==> src/logic/core_capability_pkg.sv <==
// Package for the core capability word block: offsets, field layout, build values.
// Assumes one 32-bit AXI4-Lite slave; both words are read-only constants.
package core_capability_pkg;
   localparam int ADDR_W = 4;
   localparam int DATA_W = 32;
   // Byte offsets of the two words
   localparam logic [ADDR_W-1:0] OFFS_WORD_A = 4'h0;
   localparam logic [ADDR_W-1:0] OFFS_WORD_B = 4'h4;
   // Field positions of word a
   localparam int PROC_TYPE_LSB = 24;
   localparam int PROC_REV_LSB = 16;
   localparam int ARCH_TYPE_LSB = 13;
   localparam int ARCH_REV_LSB = 10;
   localparam int MEM_MGMT_LSB = 7;
   localparam int FPU_BIT = 6;
   localparam int BYTECODE_BIT = 5;
   localparam int PERF_BIT = 4;
   localparam int DEBUG_BIT = 3;
   localparam int SIMD_BIT = 2;
   localparam int DSP_BIT = 1;
   localparam int RMW_BIT = 0;
   // Field position of word b
   localparam int PROT_ENTRY_LSB = 20;
   // Field codes
   localparam logic [2:0] MEM_MGMT_NONE = 3'h0;
   localparam logic [2:0] MEM_MGMT_PROT = 3'h3;
   localparam logic [2:0] ARCH_TYPE_BASE = 3'h0;
   // Build defaults; type code and revision are arbitrary values
   localparam logic [7:0] PROC_TYPE_DEF = 8'h5a;
   localparam logic [3:0] PROC_REV_DEF = 4'h1;
   localparam logic [2:0] ARCH_REV_DEF = 3'h2;
   localparam logic [5:0] PROT_ENTRY_DEF = 6'h08;
   // AXI responses
   localparam logic [1:0] RESP_OKAY = 2'h0;
   localparam logic [1:0] RESP_SLVERR = 2'h2;
endpackage

==> src/logic/capability_word_builder.sv <==
// Builds the two constant capability words from build parameters.
// Assumes parameters are fixed at elaboration; no clock needed.
`timescale 1ns/1ps
`default_nettype none
module capability_word_builder #(
   parameter logic [7:0] PROC_TYPE = core_capability_pkg::PROC_TYPE_DEF,
   parameter logic [3:0] PROC_REV = core_capability_pkg::PROC_REV_DEF,
   parameter logic [2:0] ARCH_REV = core_capability_pkg::ARCH_REV_DEF,
   parameter bit HAS_PROT = 1'b1,
   parameter bit HAS_FPU = 1'b0,
   parameter bit HAS_DEBUG = 1'b1,
   parameter logic [5:0] PROT_ENTRIES = core_capability_pkg::PROT_ENTRY_DEF
) (
   output logic [core_capability_pkg::DATA_W-1:0] wordA,
   output logic [core_capability_pkg::DATA_W-1:0] wordB
);
   import core_capability_pkg::*;
   // Field assembly of word a; reserved bits stay zero
   always_comb begin
      wordA = '0;
      wordA[PROC_TYPE_LSB +: 8] = PROC_TYPE;
      wordA[PROC_REV_LSB +: 4] = PROC_REV;
      wordA[ARCH_TYPE_LSB +: 3] = ARCH_TYPE_BASE;
      wordA[ARCH_REV_LSB +: 3] = ARCH_REV;
      wordA[MEM_MGMT_LSB +: 3] = HAS_PROT ? MEM_MGMT_PROT : MEM_MGMT_NONE;
      wordA[FPU_BIT] = HAS_FPU;
      wordA[BYTECODE_BIT] = 1'b0;
      wordA[PERF_BIT] = 1'b0;
      wordA[DEBUG_BIT] = HAS_DEBUG;
      wordA[SIMD_BIT] = 1'b0;
      wordA[DSP_BIT] = 1'b1;
      wordA[RMW_BIT] = 1'b1;
   end
   // Word b holds only the entry count
   always_comb begin
      wordB = '0;
      wordB[PROT_ENTRY_LSB +: 6] = HAS_PROT ? PROT_ENTRIES : 6'h00;
   end
endmodule
`default_nettype wire

==> src/logic/cpu_capability_id_registers.sv <==
// AXI4-Lite slave presenting the two read-only capability words.
// Word a sits at byte offset 0x0 and word b at 0x4; other offsets read zero with an error response.
// Every write is refused with an error response and changes nothing.
// A read is answered one cycle after its address is taken.
// Assumes a single clock and a master that keeps at most one read and one write open.
// Assumes all inputs synchronous to core_clk; the words depend on build parameters only.
//
// Design decisions made here: the AXI4-Lite register port and the register offsets.
`timescale 1ns/1ps
`default_nettype none
module cpu_capability_id_registers #(
   parameter logic [7:0] PROC_TYPE = core_capability_pkg::PROC_TYPE_DEF,
   parameter logic [3:0] PROC_REV = core_capability_pkg::PROC_REV_DEF,
   parameter logic [2:0] ARCH_REV = core_capability_pkg::ARCH_REV_DEF,
   parameter bit HAS_PROT = 1'b1,
   parameter bit HAS_FPU = 1'b0,
   parameter bit HAS_DEBUG = 1'b1,
   parameter logic [5:0] PROT_ENTRIES = core_capability_pkg::PROT_ENTRY_DEF
) (
   input wire logic core_clk,
   input wire logic rst_n,
   input wire logic [core_capability_pkg::ADDR_W-1:0] s_axi_awaddr,
   input wire logic [2:0] s_axi_awprot,
   input wire logic s_axi_awvalid,
   output logic s_axi_awready,
   input wire logic [core_capability_pkg::DATA_W-1:0] s_axi_wdata,
   input wire logic [3:0] s_axi_wstrb,
   input wire logic s_axi_wvalid,
   output logic s_axi_wready,
   output logic [1:0] s_axi_bresp,
   output logic s_axi_bvalid,
   input wire logic s_axi_bready,
   input wire logic [core_capability_pkg::ADDR_W-1:0] s_axi_araddr,
   input wire logic [2:0] s_axi_arprot,
   input wire logic s_axi_arvalid,
   output logic s_axi_arready,
   output logic [core_capability_pkg::DATA_W-1:0] s_axi_rdata,
   output logic [1:0] s_axi_rresp,
   output logic s_axi_rvalid,
   input wire logic s_axi_rready
);
   import core_capability_pkg::*;

   // Constant words from the builder
   logic [DATA_W-1:0] wordA;
   logic [DATA_W-1:0] wordB;

   // Write halves already taken, and takes at this edge
   logic awTaken_r;
   logic wTaken_r;
   logic awTakeNow;
   logic wTakeNow;
   logic writePaired;
   logic respTaken;

   // Read take terms and the answer decoded from the address
   logic arTakeNow;
   logic readTaken;
   logic [DATA_W-1:0] readData;
   logic [1:0] readResp;

   // Write address, data, strobes and protection bits are never read:
   // both words are constants, so a write only earns its refusal.
   // Read protection bits are ignored too; both words are public.

   // Constant words, fixed at build time
   capability_word_builder #(
      .PROC_TYPE(PROC_TYPE),
      .PROC_REV(PROC_REV),
      .ARCH_REV(ARCH_REV),
      .HAS_PROT(HAS_PROT),
      .HAS_FPU(HAS_FPU),
      .HAS_DEBUG(HAS_DEBUG),
      .PROT_ENTRIES(PROT_ENTRIES)
   ) u_builder (
      .wordA(wordA),
      .wordB(wordB)
   );

   // Handshake terms for the write side
   assign awTakeNow = s_axi_awvalid & s_axi_awready;
   assign wTakeNow = s_axi_wvalid & s_axi_wready;
   // Both halves of the write in hand, now or at an earlier edge
   assign writePaired = (awTaken_r || awTakeNow) && (wTaken_r || wTakeNow);
   // Response accepted by the master; frees the write side
   assign respTaken = s_axi_bvalid & s_axi_bready;

   // Handshake terms for the read side
   assign arTakeNow = s_axi_arvalid & s_axi_arready;
   assign readTaken = s_axi_rvalid & s_axi_rready;

   // Write address taken; cleared once the response is accepted
   always_ff @(posedge core_clk or negedge rst_n) begin
      if (!rst_n) begin
         awTaken_r <= 1'b0;
      end else if (awTakeNow) begin
         awTaken_r <= 1'b1;
      end else if (respTaken) begin
         awTaken_r <= 1'b0;
      end
   end

   // Write address ready: one pulse per write, none while a response stands
   always_ff @(posedge core_clk or negedge rst_n) begin
      if (!rst_n) begin
         s_axi_awready <= 1'b0;
      end else if (!awTaken_r && !s_axi_awready && s_axi_awvalid && !s_axi_bvalid) begin
         s_axi_awready <= 1'b1;
      end else begin
         s_axi_awready <= 1'b0;
      end
   end

   // Write data taken; cleared once the response is accepted
   always_ff @(posedge core_clk or negedge rst_n) begin
      if (!rst_n) begin
         wTaken_r <= 1'b0;
      end else if (wTakeNow) begin
         wTaken_r <= 1'b1;
      end else if (respTaken) begin
         wTaken_r <= 1'b0;
      end
   end

   // Write data ready: one pulse per write, none while a response stands
   always_ff @(posedge core_clk or negedge rst_n) begin
      if (!rst_n) begin
         s_axi_wready <= 1'b0;
      end else if (!wTaken_r && !s_axi_wready && s_axi_wvalid && !s_axi_bvalid) begin
         s_axi_wready <= 1'b1;
      end else begin
         s_axi_wready <= 1'b0;
      end
   end

   // Write response valid; stands until the master takes it
   always_ff @(posedge core_clk or negedge rst_n) begin
      if (!rst_n) begin
         s_axi_bvalid <= 1'b0;
      end else if (s_axi_bvalid) begin
         if (respTaken) begin
            s_axi_bvalid <= 1'b0;
         end
      end else if (writePaired) begin
         s_axi_bvalid <= 1'b1;
      end
   end

   // Response code; words are read-only so every write is refused
   always_ff @(posedge core_clk or negedge rst_n) begin
      if (!rst_n) begin
         s_axi_bresp <= RESP_OKAY;
      end else if (!s_axi_bvalid && writePaired) begin
         s_axi_bresp <= RESP_SLVERR;
      end
   end

   // Read decode of the two words
   always_comb begin
      readData = '0;
      readResp = RESP_SLVERR;
      unique case (s_axi_araddr)
         OFFS_WORD_A: begin
            readData = wordA;
            readResp = RESP_OKAY;
         end
         OFFS_WORD_B: begin
            readData = wordB;
            readResp = RESP_OKAY;
         end
         default: begin
            readData = '0;
            readResp = RESP_SLVERR;
         end
      endcase
   end

   // Address ready: one pulse per read, never while an answer stands
   always_ff @(posedge core_clk or negedge rst_n) begin
      if (!rst_n) begin
         s_axi_arready <= 1'b0;
      end else if (s_axi_arvalid && !arTakeNow && !s_axi_rvalid) begin
         s_axi_arready <= 1'b1;
      end else begin
         s_axi_arready <= 1'b0;
      end
   end

   // Read valid: rises the cycle after the take, stands until accepted
   always_ff @(posedge core_clk or negedge rst_n) begin
      if (!rst_n) begin
         s_axi_rvalid <= 1'b0;
      end else if (s_axi_rvalid) begin
         if (readTaken) begin
            s_axi_rvalid <= 1'b0;
         end
      end else if (arTakeNow) begin
         s_axi_rvalid <= 1'b1;
      end
   end

   // Read data and code, captured at the take and held while valid stands
   always_ff @(posedge core_clk or negedge rst_n) begin
      if (!rst_n) begin
         s_axi_rdata <= '0;
         s_axi_rresp <= RESP_OKAY;
      end else if (!s_axi_rvalid && arTakeNow) begin
         s_axi_rdata <= readData;
         s_axi_rresp <= readResp;
      end
   end
endmodule
`default_nettype wire

==> config.mk <==
export PLATFORM = sky130hd
export DESIGN_NAME = cpu_capability_id_registers
export DESIGN_NICKNAME = d
export VERILOG_FILES = /design/src/logic/core_capability_pkg.sv /design/src/logic/capability_word_builder.sv /design/src/logic/cpu_capability_id_registers.sv
export SDC_FILE = /design/constraint.sdc
export NUM_CORES = 1
export LEC_CHECK = 0
export ABC_CLOCK_PERIOD_IN_PS = 1430
export BUFFER_PORTS_ARGS = -buffer_cell sky130_fd_sc_hd__buf_2
export CAP_MARGIN = 40
export CORE_UTILIZATION = 29
export CTS_CLUSTER_SIZE = 10
export DETAILED_ROUTE_END_ITERATION = 8
export HOLD_SLACK_MARGIN = 0.1
export PLACE_DENSITY = 0.85
export RECOVER_POWER = 25
export SYNTH_ARGS = -nofsm -noshare
export SYNTH_HDL_FRONTEND = slang
export SYNTH_SLANG_ARGS = --single-unit
==> constraint.sdc <==
create_clock -name core_clk -period 1.43 [get_ports core_clk]
set_clock_uncertainty 0.2 [all_clocks]
set_input_delay 0.2145 -clock core_clk [delete_from_list [all_inputs] [get_ports core_clk]]
set_output_delay 0.2145 -clock core_clk [all_outputs]
set_load 0.01 [all_outputs]
==> metrics, run 1 <==
clock sink count=11; Syn Inst Count=between 60 and 70; final RePlAce weighted congestion=just over 0.6; Peak supply drop=about 0.8 mV; number of I/O port buffers=29; number of top-level pins=a little under 100; Core Rows=17; unrepaired setup endpoints after global routing=no; antenna violations before repair=0; startpoint types=flip-flop; largest net degree at the start of global routing=13; Worst Hold Slack=between 0.1 and 0.15 ns; Die Ht=~50 µm; fillers=between 200 and 250; Slew Viols, Final=0; Setup Fix Bufs, Post-CTS=0; synth warn=0; most frequent cells in the layout=buf_2 (28), conb_1 (22), dfrtp_1 (11); Reg2Reg Setup Slack=roughly 0.12 ns; crit path time final=roughly 1.3 ns; Unique masters post-synth=18; flops & latches, synth=11; CP bufs+invs=1; cell count of the worst reg-to-reg path=2; power density over cell area=between 1000 and 1500 mW/mm²; crit path max fanout=12; Worst EP required=1.02 ns; hold endpoint=s_axi_rdata[23]$_DFFE_PN0P_; main flop type after synthesis=dfrtp_1; Min-Delay Path Depth=3; DR vias/cell=~3.9; Worst R2R End=s_axi_rresp[1]$_DFFE_PN0P_; Tot Pwr=roughly 1000 µW; vias post-DR=roughly 470; CP Cell Sequence=buf_2; EDFF count, synth=0; CTS Hold Bufs=7; remaining antenna violation count=0; # setup viols final=0; cell area after synthesis=roughly 670 µm²; mean post-synth cell area=10.30 µm²; worst skew pair latency=about 0.26 ns; Max-cap violations=0; DIE AREA=0.002505 mm²; # DRC=0; cts bufs inserted=3; static leakage=about 0.43 nW; number of global-route vias before repair=~380; Reg clk slew, reported paths=roughly 0.06 ns; design area=between 700 and 800 µm²; Post-DP HPWL=788.5 µm; DR WL/cell=between 9 and 10 µm; Fin Setup TNS=0 ns; die width=about 50 µm; first-pass GRT wire length=around 1700 µm; fin worst setup slack=0.09813 ns; Layout Nets=152; Area growth, synth to finish=17.94%; CTS tree=built; CTS Buffer Depth=2; pre-CTS WS=0.1269 ns; Worst Max-Slew Pin Slew=slightly below 0.6 ns; Pre-antenna DRT Iters=4; commonest non-fill, non-tap cell in the layout=buf_2; RR Startpoint=s_axi_rvalid$_DFF_PN0_; Async SR Flop Fraction=100.0%; gr usage total=under 10%; Worst setup EP type=output port; DRT iter0 DRCs=5; critical path arrival=0.92 ns; CTS root buf=clkbuf_4; Top delay family on crit path=flip-flops; HP Class=in2reg; Fmax=750.8 MHz; Final Hold Vio Count=0; Total Routed Length=between 1000 and 1500 µm; starting density of the core=about 31%; status=finished clean; H-tree Lvls=1; register area share after synthesis=roughly two fifths; dpl cell area=between 600 and 700 µm²; fraction of layout cells with a size suffix above 1=36.17%; HP Start=s_axi_araddr[0]; grt total ovfl=0; CP Depth=1; CP max stage cell=dfrtp_1; CP peak stage delay=around 0.47 ns; critical path class=reg2out; antenna fix cells=0; final cycle utilization of the critical path=around 93%; core box area=between 0.002 and 0.0025 mm²; Max transition margin=61.38%
-- per-stage QoR --
stage | cells | util, %
final | 122 | 36.04
after global routing | 122 | 36.04
after CTS | 122 | 35.81
after detailed placement | 111 | 31.41
after global placement | 111 | 31.41
after floorplan | 86 | -
-- area by class of cell --
class	count	area [µm²]	area share, %
clock buffers	4	26.28	3.328
inverters	2	7.507	0.9509
multi-input cells	41	231.5	29.32
flip-flops and latches	11	275.3	34.87
well taps	28	35.03	4.437
repair buffers	36	214.0	27.10
-- sequential cells by signal, summed over array words and instances, names as in the netlist --
register and count:
s_axi_rresp 1, s_axi_bresp 1, s_axi_rvalid 1, s_axi_bvalid 1, s_axi_rdata 2, wTaken_r 1, awTaken_r 1, s_axi_wready 1
s_axi_awready 1, s_axi_arready 1
-- cell families (layout without fill, tap and decap cells) --
logic type,after synthesis,count (layout),synth area share (%)
multiplexers,2,2,3.364
other,1,22,0.5602
AND/OR/NAND/NOR,9,9,9.536
AO/OA/AOI/OAI,8,8,8.411
buffers and inverters,34,42,37.01
flip-flops,11,11,41.12
-- synthesized netlist by cell type, types with 2 or more instances --
cell type / number / share of area [%]
a21oi_1: 2 / 1.5
a22o_1: 2 / 2.6
buf_4: 32 / 36
dfrtp_1: 11 / 41
inv_1: 2 / 1.1
mux2_2: 2 / 3.4
nor4b_1: 2 / 2.6
o31ai_1: 2 / 2.2
-- where the power goes --
group	switching, mW	internal (mW)	total [mW]
logic	0.161	0.142	0.303
clock network	0.0968	0.108	0.205
registers	0.0842	0.392	0.476
-- layer usage --
metal	part of all wire (%)	up-vias	wire length [µm]	global-route usage, %
met3	11	0	126	4.630
met1	39	208	443	9.125
met5	0	-	0	0
met2	50	45	558	16.89
li1	-	221	-	-
met4	0	0	0	0
-- worst max path at each step --
stage,startpoint,end,slack [ns]
floorplan,s_axi_rvalid$_DFF_PN0_,s_axi_rdata[28]$_DFFE_PN0P_,0.18
global placement,s_axi_araddr[3],s_axi_rresp[1]$_DFFE_PN0P_,0.15
detailed placement,s_axi_araddr[3],s_axi_rresp[1]$_DFFE_PN0P_,0.13
CTS,s_axi_araddr[2],s_axi_rdata[28]$_DFFE_PN0P_,0.05
global route,s_axi_rdata[28]$_DFFE_PN0P_,s_axi_rdata[28],0.02
finish,s_axi_rdata[28]$_DFFE_PN0P_,s_axi_rdata[7],0.1
-- timing repair --
| item | 4_1_cts | 5_1_grt |
|---|---|---|
| resized for setup | 0 | 1 |
| endpoints found under the hold margin | 19 | 1 |
| setup endpoints to repair | 0 | 1 |
Note: power is estimated with default switching activity, not from simulation.
==> run 2, diff against run 1 <==
PLACE_DENSITY = 0.79   (was 0.85)
==> run 2 against run 1 <==
Combinational power about the same. Core utilization shrank 0.29 points. Die area unchanged. Register-to-register slack better by 0.03 ns. Critical path depth is the same. Clock-buffer cell count unchanged. Fmax increased by 0.50%. First-iteration DRC count decreased by 60%. Clock power about the same. Cell area fell by 0.79%. Largest power group unchanged. Routed wire length down 4.9%.
==> metrics, run 2 (same netlist as run 1, synthesis figures left out) <==
startpoint types=flip-flop; number of top-level pins=98; core box area=between 0.002 and 0.0025 mm²; Reg with most FFs=s_axi_rdata; final RePlAce weighted congestion=around 0.71; Peak supply drop=0.6264 mV; Worst Max-Slew Pin Slew=roughly 0.57 ns; Reg clk slew, reported paths=around 0.06 ns; Worst setup EP type=output port; Reg2Reg Setup Slack=approximately 0.15 ns; HP Start=s_axi_araddr[3]; DR WL/cell=8.787 µm; Top delay family on crit path=flip-flops; Worst EP required=about 1 ns; RR Startpoint=s_axi_rvalid$_DFF_PN0_; die width=around 50 µm; Comb pwr share=30.7%; CTS tree=built; first-pass GRT wire length=roughly 1700 µm; worst skew pair latency=approximately 0.26 ns; Worst R2R End=s_axi_rresp[1]$_DFFE_PN0P_; Core Rows=17; Worst Hold Slack=~0.075 ns; crit path time final=roughly 1.3 ns; largest net degree at the start of global routing=13; antenna violations before repair=0; DR vias/cell=3.869; fraction of layout cells with a size suffix above 1=a little over a third; Die Ht=roughly 50 µm; CP bufs+invs=1; Post-DP HPWL=about 800 µm; Pre-antenna DRT Iters=3; commonest non-fill, non-tap cell in the layout=buf_2; critical path class=reg2out; HP Class=in2reg; Tot Pwr=around 980 µW; Total Routed Length=approximately 1100 µm; cts bufs inserted=3; gr usage total=9.858%; hold endpoint=s_axi_rdata[23]$_DFFE_PN0P_; DIE AREA=approximately 0.0025 mm²; H-tree Lvls=1; most frequent cells in the layout=buf_2 (28), conb_1 (22), dfrtp_1 (11); crit path max fanout=12; net load switching power=334.3 µW; fin worst setup slack=between 0.1 and 0.15 ns; status=finished clean; unrepaired setup endpoints after global routing=no; pre-CTS WS=0.1379 ns; Min-Delay Path Depth=3; starting density of the core=30.55%; clock sink count=11; # DRC=0; Fin Setup TNS=0 ns; final cycle utilization of the critical path=about 93%; critical path arrival=around 0.91 ns; CP max stage cell=dfrtp_1; Area growth, synth to finish=17.01%; cell count of the worst reg-to-reg path=2; # setup viols final=0; Fmax=approximately 750 MHz; Max transition margin=slightly above 60%; post-CTS sizing=0; Int Power=~640 µW; Reg power frac=between 40% and 50%; Slew Viols, Final=0; Max-cap violations=0; DRT iter0 DRCs=2; CTS root buf=clkbuf_4; CP Cell Sequence=buf_2; clock power share=a little over a fifth; grt total ovfl=0; power density over cell area=around 1200 mW/mm²; CTS Buffer Depth=2; Final Hold Vio Count=0; max reg flops=2; vias post-DR=approximately 470; Net Sw Frac=34.26%; number of global-route vias before repair=400; CP peak stage delay=0.47 ns; antenna fix cells=0; Layout Nets=approximately 150; static leakage=0.4327 nW; number of I/O port buffers=29; remaining antenna violation count=0
==> run 2: per-stage QoR <==
step	util, %	area, µm²	instances
after floorplan	-	748.2	86
after global placement	31.41	688.2	111
after detailed placement	31.41	688.2	111
after CTS	35.35	774.5	121
after global routing	35.75	783.3	122
final	35.75	783.3	122
==> run 2: what timing repair did <==
item | 4_1_cts | 5_1_grt
hold buffers | 6 | 1
setup buffers | 0 | 0
hold endpoints to repair | 19 | 1
==> run 2: worst max path at each step <==
stage	endpoint	slack, ns	start	cells past startpoint
after floorplan	s_axi_rdata[28]$_DFFE_PN0P_	0.18	s_axi_rvalid$_DFF_PN0_	2
after global placement	s_axi_rresp[1]$_DFFE_PN0P_	0.15	s_axi_araddr[3]	3
after detailed placement	s_axi_rresp[1]$_DFFE_PN0P_	0.14	s_axi_araddr[3]	3
after CTS	s_axi_rdata[27]	0.08	s_axi_rdata[28]$_DFFE_PN0P_	1
after global routing	s_axi_rdata[25]	0.03	s_axi_rdata[28]$_DFFE_PN0P_	1
final	s_axi_rdata[0]	0.10	s_axi_rdata[28]$_DFFE_PN0P_	1
==> run 2: routing by layer <==
metal / track usage, % / wire length [µm] / part of all wire (%) / vias to the layer above
li1: - / - / - / 224
met1: 9.696 / 403 / 38 / 208
met2: 17.33 / 546 / 51 / 40
met3: 5.556 / 123 / 11 / 0
met4: 2.857 / 0 / 0 / 0
met5: 0 / 0 / 0 / -
==> run 2: power groups by stage <==
stage	logic (mW)	registers (mW)	clock network, mW
2_1_floorplan	0.230	0.493	0
3_3_place_gp	0.285	0.472	0
3_5_place_dp	0.292	0.476	0
4_1_cts	0.302	0.473	0.217
5_1_grt	0.338	0.490	0.232
6_report	0.300	0.473	0.203
==> run 2: worst min-delay path: stages <==
cell and delay, ns:
buf_2 0.08, or3_1 0.12, o2bb2ai_1 0.08
==> run 2: area by class of cell <==
cell class / count / area [µm²]
Sequential cell: 11 / 275.3
Fill cell: 227 / 1408
Inverter: 2 / 7.507
Tap cell: 28 / 35.03
Clock buffer: 4 / 26.28
Timing Repair Buffer: 36 / 214.0
Multi-Input combinational cell: 41 / 225.2
